`src/baet_pkg.sv`:
```
package baet_pkg;
   // ------------------------------------------------------------
   // Bus encodings
   // ------------------------------------------------------------
   localparam logic [1:0] BAET_TT_NORMAL = 2'h0;
   localparam logic [1:0] BAET_TT_ACK = 2'h3;
   localparam logic [31:0] BAET_ADDR_IACK = 32'hFFFF_FFFF;
   localparam logic [31:0] BAET_ADDR_BREAK = 32'h0000_0000;
   localparam logic [2:0] BAET_TM_BREAK = 3'h0;
   localparam logic [7:0] BAET_AUTOVEC_BASE = 8'h18;
   localparam logic [7:0] BAET_SPURIOUS_VEC = 8'h18;
   localparam logic [1:0] BAET_LINE_BEATS_M1 = 2'h3;
   localparam logic [1:0] BAET_MISALIGN_LAST = 2'h1;

   // ------------------------------------------------------------
   // Types
   // ------------------------------------------------------------
   typedef enum logic [4:0] {
      BAET_IDLE = 5'b00001,
      BAET_IACK = 5'b00010,
      BAET_BREAK = 5'b00100,
      BAET_XFER = 5'b01000,
      BAET_DONE = 5'b10000
   } baet_state_e;

   typedef enum logic [1:0] {
      BAET_TERM_WAIT = 2'h0,
      BAET_TERM_NORMAL = 2'h1,
      BAET_TERM_BERR = 2'h2,
      BAET_TERM_RETRY = 2'h3
   } baet_term_e;

   typedef struct packed {
      logic [1:0] transfer_type;
      logic [2:0] transfer_modifier;
      logic [31:0] addr;
      logic read;
   } baet_attr_s;

   // Normal access request from the memory units
   typedef struct packed {
      logic [31:0] addr;
      logic [2:0] tm;
      logic write;
      logic line;
      logic prefetch;
      logic misaligned;
      logic [1:0] wanted_beat;
      logic push;
      logic push_forced;
      logic replace_valid;
      logic replace_dirty;
      logic write_through;
   } baet_req_s;

   // Cache line actions toward the cache
   typedef struct packed {
      logic invalidate;
      logic restore_dirty;
      logic keep_valid;
      logic update_wt;
      logic fill_done;
   } baet_cache_s;
endpackage

```
`src/baet_unit.sv`:
```
`timescale 1ns/1ps
module baet_unit
   import baet_pkg::*;
(
   input wire logic clk,
   input wire logic rst_n,
   input wire logic transfer_acknowledge_n,
   input wire logic transfer_error_ack_n,
   input wire logic autovector_request_n,
   input wire logic [2:0] interrupt_level_in_n,
   input wire logic [31:0] data_in,
   input wire logic iack_start,
   input wire logic breakpoint_instr,
   input wire logic req_valid,
   input wire baet_req_s req,
   input wire logic prefetch_used,
   input wire logic prefetch_flush,
   output baet_attr_s bus_attr,
   output logic bus_active,
   output logic busy,
   output logic [7:0] vector_number,
   output logic take_interrupt,
   output logic take_illegal,
   output logic access_error,
   output logic line_not_cached,
   output baet_cache_s cache_act
);
   // ------------------------------------------------------------
   // Termination decode
   // ------------------------------------------------------------
   baet_term_e term;
   always_comb begin
      case ({transfer_acknowledge_n, transfer_error_ack_n})
         2'b01: term = BAET_TERM_NORMAL;
         2'b10: term = BAET_TERM_BERR;
         2'b00: term = BAET_TERM_RETRY;
         default: term = BAET_TERM_WAIT;
      endcase
   end
   baet_state_e state_q;
   baet_req_s req_q;
   logic [2:0] level_q;
   logic [1:0] beat_q;
   logic pf_err_q;
   logic in_cycle;
   assign in_cycle = state_q == BAET_IACK || state_q == BAET_BREAK || state_q == BAET_XFER;
   // Error on this beat raises an exception now
   logic err_now;
   always_comb begin
      err_now = 1'b0;
      if (req_q.write || req_q.push) begin
         err_now = 1'b1;
      end else if (!req_q.line) begin
         err_now = !req_q.prefetch;
      end else if (req_q.misaligned && beat_q <= BAET_MISALIGN_LAST) begin
         err_now = 1'b1;
      end else begin
         err_now = beat_q == req_q.wanted_beat && !req_q.prefetch;
      end
   end

   // ------------------------------------------------------------
   // Cycle sequencer
   // ------------------------------------------------------------
   always_ff @(posedge clk) begin
      if (!rst_n) begin
         state_q <= BAET_IDLE;
         req_q <= '0;
         level_q <= 3'h0;
         beat_q <= 2'h0;
      end else begin
         case (state_q)
            BAET_IDLE: begin
               beat_q <= 2'h0;
               if (iack_start) begin
                  level_q <= ~interrupt_level_in_n;
                  state_q <= BAET_IACK;
               end else if (breakpoint_instr) begin
                  state_q <= BAET_BREAK;
               end else if (req_valid) begin
                  req_q <= req;
                  state_q <= BAET_XFER;
               end
            end
            BAET_IACK: begin
               // Retry keeps state, so the cycle reruns unchanged
               if (term == BAET_TERM_NORMAL || term == BAET_TERM_BERR) begin
                  state_q <= BAET_DONE;
               end
            end
            BAET_BREAK: begin
               if (term != BAET_TERM_WAIT) begin
                  state_q <= BAET_DONE;
               end
            end
            BAET_XFER: begin
               if (term == BAET_TERM_BERR) begin
                  state_q <= BAET_DONE;
               end else if (term == BAET_TERM_RETRY && req_q.line && beat_q != 2'h0) begin
                  state_q <= BAET_DONE;
               end else if (term == BAET_TERM_NORMAL) begin
                  if (req_q.line && beat_q != BAET_LINE_BEATS_M1) begin
                     beat_q <= beat_q + 2'h1;
                  end else begin
                     state_q <= BAET_DONE;
                  end
               end
               // Retry on first beat repeats with held req_q
            end
            BAET_DONE: state_q <= BAET_IDLE;
            default: state_q <= BAET_IDLE;
         endcase
      end
   end

   // ------------------------------------------------------------
   // Bus attribute drive
   // ------------------------------------------------------------
   always_ff @(posedge clk) begin
      if (!rst_n) begin
         bus_attr <= '0;
         bus_active <= 1'b0;
         busy <= 1'b0;
      end else begin
         busy <= state_q != BAET_IDLE || iack_start || breakpoint_instr || req_valid;
         bus_active <= 1'b0;
         bus_attr <= '0;
         if (state_q == BAET_IDLE && iack_start) begin
            bus_active <= 1'b1;
            bus_attr.transfer_type <= BAET_TT_ACK;
            bus_attr.read <= 1'b1;
            bus_attr.addr <= BAET_ADDR_IACK;
            bus_attr.transfer_modifier <= ~interrupt_level_in_n;
         end else if (state_q == BAET_IDLE && breakpoint_instr) begin
            bus_active <= 1'b1;
            bus_attr.transfer_type <= BAET_TT_ACK;
            bus_attr.read <= 1'b1;
            bus_attr.addr <= BAET_ADDR_BREAK;
            bus_attr.transfer_modifier <= BAET_TM_BREAK;
         end else if (state_q == BAET_IDLE && req_valid) begin
            bus_active <= 1'b1;
            bus_attr.transfer_type <= BAET_TT_NORMAL;
            bus_attr.read <= !req.write;
            bus_attr.addr <= req.addr;
            bus_attr.transfer_modifier <= req.tm;
         end else if (in_cycle && state_q != BAET_DONE) begin
            // Attributes stand through waits and through retries, except a retry of BREAK or of a later line beat
            bus_active <= 1'b1;
            bus_attr <= bus_attr;
            if (state_q == BAET_IACK || state_q == BAET_BREAK) begin
               if (term != BAET_TERM_WAIT && (state_q == BAET_BREAK || term != BAET_TERM_RETRY)) begin
                  bus_active <= 1'b0;
                  bus_attr <= '0;
               end
            end else if (term == BAET_TERM_BERR
                         || (term == BAET_TERM_RETRY && req_q.line && beat_q != 2'h0)
                         || (term == BAET_TERM_NORMAL
                             && (!req_q.line || beat_q == BAET_LINE_BEATS_M1))) begin
               bus_active <= 1'b0;
               bus_attr <= '0;
            end
         end
      end
   end

   // ------------------------------------------------------------
   // Vector and exception results
   // ------------------------------------------------------------
   always_ff @(posedge clk) begin
      if (!rst_n) begin
         vector_number <= 8'h00;
         take_interrupt <= 1'b0;
         take_illegal <= 1'b0;
      end else begin
         take_interrupt <= 1'b0;
         take_illegal <= 1'b0;
         if (state_q == BAET_IACK) begin
            if (term == BAET_TERM_NORMAL) begin
               take_interrupt <= 1'b1;
               if (!autovector_request_n) begin
                  vector_number <= BAET_AUTOVEC_BASE + {5'h00, level_q};
               end else begin
                  vector_number <= data_in[7:0];
               end
            end else if (term == BAET_TERM_BERR) begin
               take_interrupt <= 1'b1;
               vector_number <= BAET_SPURIOUS_VEC;
            end
         end
         if (state_q == BAET_BREAK && term != BAET_TERM_WAIT) begin
            take_illegal <= 1'b1;
         end
      end
   end

   // ------------------------------------------------------------
   // Access error timing
   // ------------------------------------------------------------
   logic berr_beat;
   assign berr_beat = state_q == BAET_XFER && (term == BAET_TERM_BERR
      || (term == BAET_TERM_RETRY && req_q.line && beat_q != 2'h0));

   always_ff @(posedge clk) begin
      if (!rst_n) begin
         pf_err_q <= 1'b0;
         access_error <= 1'b0;
         line_not_cached <= 1'b0;
      end else begin
         access_error <= 1'b0;
         line_not_cached <= 1'b0;
         if (berr_beat && err_now) begin
            access_error <= 1'b1;
         end else if (berr_beat && req_q.prefetch && !req_q.line) begin
            pf_err_q <= 1'b1;
         end else if (pf_err_q && prefetch_used) begin
            access_error <= 1'b1;
            pf_err_q <= 1'b0;
         end else if (pf_err_q && prefetch_flush) begin
            pf_err_q <= 1'b0;
         end
         if (berr_beat && req_q.line && !req_q.write && !req_q.push) begin
            line_not_cached <= 1'b1;
         end
      end
   end

   // ------------------------------------------------------------
   // Cache line actions
   // ------------------------------------------------------------
   logic fill;
   assign fill = req_q.line && !req_q.write && !req_q.push;
   always_ff @(posedge clk) begin
      if (!rst_n) begin
         cache_act <= '0;
      end else begin
         cache_act <= '0;
         if (state_q == BAET_IDLE && req_valid && !iack_start && !breakpoint_instr) begin
            cache_act.invalidate <= req.line && !req.write && !req.push
                                    && req.replace_valid;
            cache_act.update_wt <= req.write && req.write_through;
         end
         if (berr_beat && fill && req_q.replace_dirty) begin
            cache_act.restore_dirty <= 1'b1;
         end
         if (berr_beat && req_q.push) begin
            cache_act.invalidate <= req_q.push_forced;
            cache_act.keep_valid <= !req_q.push_forced;
         end
         if (state_q == BAET_XFER && fill && term == BAET_TERM_NORMAL
             && beat_q == BAET_LINE_BEATS_M1) begin
            cache_act.fill_done <= 1'b1;
         end
      end
   end
endmodule // baet_unit

```
`config.mk`:
```
export PLATFORM = sky130hd
export DESIGN_NAME = baet_unit
export DESIGN_NICKNAME = d
export VERILOG_FILES = /design/src/baet_pkg.sv /design/src/baet_unit.sv
export SDC_FILE = /design/constraint.sdc
export NUM_CORES = 1
export LEC_CHECK = 0
export BUFFER_PORTS_ARGS = -buffer_cell sky130_fd_sc_hd__clkbuf_2
export CORE_MARGIN = 1
export CORE_UTILIZATION = 48
export DETAILED_ROUTE_END_ITERATION = 7
export HOLD_SLACK_MARGIN = 0.1
export MAX_ROUTING_LAYER = met4
export PLACE_DENSITY = 0.81
export SKIP_LAST_GASP = 1
export SLEW_MARGIN = 20
export SYNTH_ARGS = -nofsm -noshare
export SYNTH_HDL_FRONTEND = slang
export SYNTH_SLANG_ARGS = --single-unit
```
`constraint.sdc`:
```
create_clock -name clk -period 2 [get_ports clk]
set_clock_uncertainty 0.2 [all_clocks]
set_input_delay 0.1 -clock clk [delete_from_list [all_inputs] [get_ports clk]]
set_output_delay 0.1 -clock clk [all_outputs]
set_load 0.01 [all_outputs]
```
==> flow_summary.yaml <==
setup_path:
  cp_num_buf_inv: 3
  max_stage_delay_ns: 0.60
  critical_path_class: "input pin to flop"
  endpoint_kind: "flop"
  cp.arrival_ns: 1.98
  crit_top_cell: "dlygate4sd3_1"
  crit_family: "buffers and inverters"
  crit_fanout: 8
  crit_required_ns: 2.07
  start_kind: "input pin"
  crit_chain: "dlygate4sd3_1 -> clkbuf_2 -> nor2b_2 -> a21oi_1 -> dlygate4sd3_1 -> o32ai_2"
  crit_slowest_cell: "dlygate4sd3_1"
logic_synthesis:
  synth-async-reset-ratio_pct: 0
  synth-seq-cells: 76
  synth_ff_type: "dfxtp_1"
  synthesis.nets: 472
  synth_edf_count: 0
  synth_warnings: 0
  avgSynthCellArea_sq_um: 9.30
  ys_seq_area_share_pct: 43.7
  synth_area_sq_um: 3480
  postSynthCellCount: 374
  netlist-cell-type-count: 48
die:
  ios: 148
  die_w_um: 87.1
  fp.dieArea_sq_um: 7590
  rows: 30
  die_h_um: 87.1
  coreArea_sq_um: 6910
  start_util_pct: 50.4
status:
  outcome: "completed"
routing:
  drtPass1Iterations: 7
  detail_route.wl_per_cell_um: 16.5
  ant_nets: 0
  route.detailed.drc: 0
  drtIter0Drc: 190
  via_per_inst: 5.56
  wl_mm: 11.2
  vias: 3754
power:
  clock_power_share_pct: 29.6
  intPower_w: 0.00268
  leakagePower_nw: 2.35
  seq_power_share_pct: 44.8
  p_per_area_nw_per_um2: 724
  pwr-share-comb_pct: 25.5
  switching_share_pct: 30.3
  net-switching-power_w: 0.00117
  peakVddDrop_v: 0.000513
clock_tree:
  cts_tree: "yes"
  cts_buffers: 9
  cts.sinks: 76
  htree_levels: 3
  cts_root_buf: "clkbuf_8"
  clk_latency_ns: 0.35
  cts.reportedPaths.clkPinSlew_ns: 0.08
  cts_buffer_depth: 2
finish:
  n_antenna_cell: 0
  nNetsFinal: 672
  final_common_cell: "clkbuf_2"
  drive_above_1_share_pct: 35.9
  syn2layout_area_growth_pct: 52.8
  layout_common_cells: "123 x clkbuf_2, 73 x dfxtp_1, 71 x dlygate4sd3_1"
  fin_area_sq_um: 5320
  nFillCells: 481
timing:
  final_hold_viol_count: 0
  period_share_pct: 95.4
  maxSlewViolCount: 0
  period_needed_ns: 1.91
  setup_viol: 0
  fmax_mhz: 524
  relSlewSlack_pct: 65.8
  tightest_slew_ns: 0.513
  layout_setup_ws_ns: 0.0918
placed_design:
  gp_congestion: 0.838
  io_buffers: 123
  hpwl_mm: 6.36
  dp_slack_ns: 0.0722
  place_area_sq_um: 4310
min_path:
  hp-class: "input pin to flop"
global_route:
  grt_pass1_wl_mm: 17.1
  antenna_found_initial: 0
  grt_max_degree: 39
  grt_remaining_overflow: 0
  grt_pass1_vias: 3701
  gr-usage-all-layers_pct: 30.1
run:
  max_cap_viol_count: 0
synth_stat cells, types with 4 or more instances:
cell,count,area [sq um]
o32ai_2,19,309
a21oi_1,42,210
ha_1,7,87.6
inv_1,46,173
clkbuf_1,17,63.8
mux2_2,7,78.8
nor3_1,10,50.1
o32ai_1,18,158
nand3_1,10,50.1
nor2b_1,4,25.0
o21ai_0,6,30.0
dfxtp_1,76,1520
mux2i_1,13,130
buf_4,4,30.0
nor2_1,20,75.1
nand2_1,21,78.8
nand4_1,4,25.0
buf_2,7,35.0
routing by layer:
layer	global-route usage (%)	vias up	routed length [um]
met3	3.70	53	568
met4	18.6	0	591
met2	52.2	194	5740
li1	-	1730	-
met5	-	-	0
met1	32.8	1777	4270
final timing paths:
| kind | slack, ns | startpoint | endpoint | cells past startpoint |
|---|---|---|---|---|
| worst min-delay path | 0.12 | rst_n | beat_q[0] | 3 |
| worst min register to register | 0.26 | vector_number[5] | vector_number[5] | 2 |
| worst max register to register | 0.09 | state_q[4] | bus_attr[3] | 5 |
| worst max-delay path | 0.09 | req_valid | bus_attr[31] | 6 |
per-stage QoR:
stage                     util (%)  power, W  instances  hold slack (ns)  setup TNS, ns
after floorplan                  -   0.00221        374           0.0183              0
after global placement        62.3   0.00251        582            0.115              0
after detailed placement      62.3   0.00255        582            0.134              0
after CTS                     75.7   0.00379        671            0.103              0
after global routing          77.0   0.00403        675            0.133        -0.0121
final                         77.0   0.00385        675            0.124              0
flip-flops by register name, summed over array words and instances (netlist names):
register,flops
bus_attr,37
pf_err_q,1
line_not_cached,1
bus_active,1
vector_number,8
cache_act,5
beat_q,2
take_interrupt,1
state_q,5
take_illegal,1
busy,1
req_q,9
access_error,1
level_q,3
logic make-up after synthesis:
kind of cell	share of synthesized area, %
AO/OA/AOI/OAI	24.2
AND/OR/NAND/NOR	13.6
buffers and inverters	9.46
flip-flops	43.7
multiplexers	6.01
adder cells (fa/ha/maj)	2.52
XOR/XNOR	0.504
power by group through the flow:
stage / registers [W] / logic (W) / clock network [W]
2_1_floorplan: 0.00178 / 0.000429 / 0
5_1_grt: 0.00174 / 0.00106 / 0.00123
6_report: 0.00173 / 0.000983 / 0.00114
3_3_place_gp: 0.00174 / 0.000772 / 0
4_1_cts: 0.00172 / 0.000917 / 0.00116
3_5_place_dp: 0.00175 / 0.000799 / 0
worst reg2reg max path, cell delays in order (launching register included):
cell,delay (ns)
dfxtp_1,0.41
nor3b_2,0.27
and2_2,0.27
a31oi_4,0.15
buf_12,0.19
o32ai_1,0.32
layout make-up:
cell class | count | area [sq um] | area share [%]
multi-input combinational | 221 | 1710 | 32.2
timing repair buffer | 220 | 1600 | 30.0
sequential | 76 | 1530 | 28.7
inverter | 46 | 173 | 3.25
clock buffer | 9 | 124 | 2.33
tap | 96 | 120 | 2.26
clock inverter | 7 | 67.6 | 1.27
timing repair:
action / in CTS / in global routing
hold buffers: 73 / 1
setup endpoints to repair: 0 / 30
buffers inserted: 0 / 4
endpoints found under the hold margin: 67 / 2
resized for setup: 0 / 14
(Power assumes the default switching activity.)
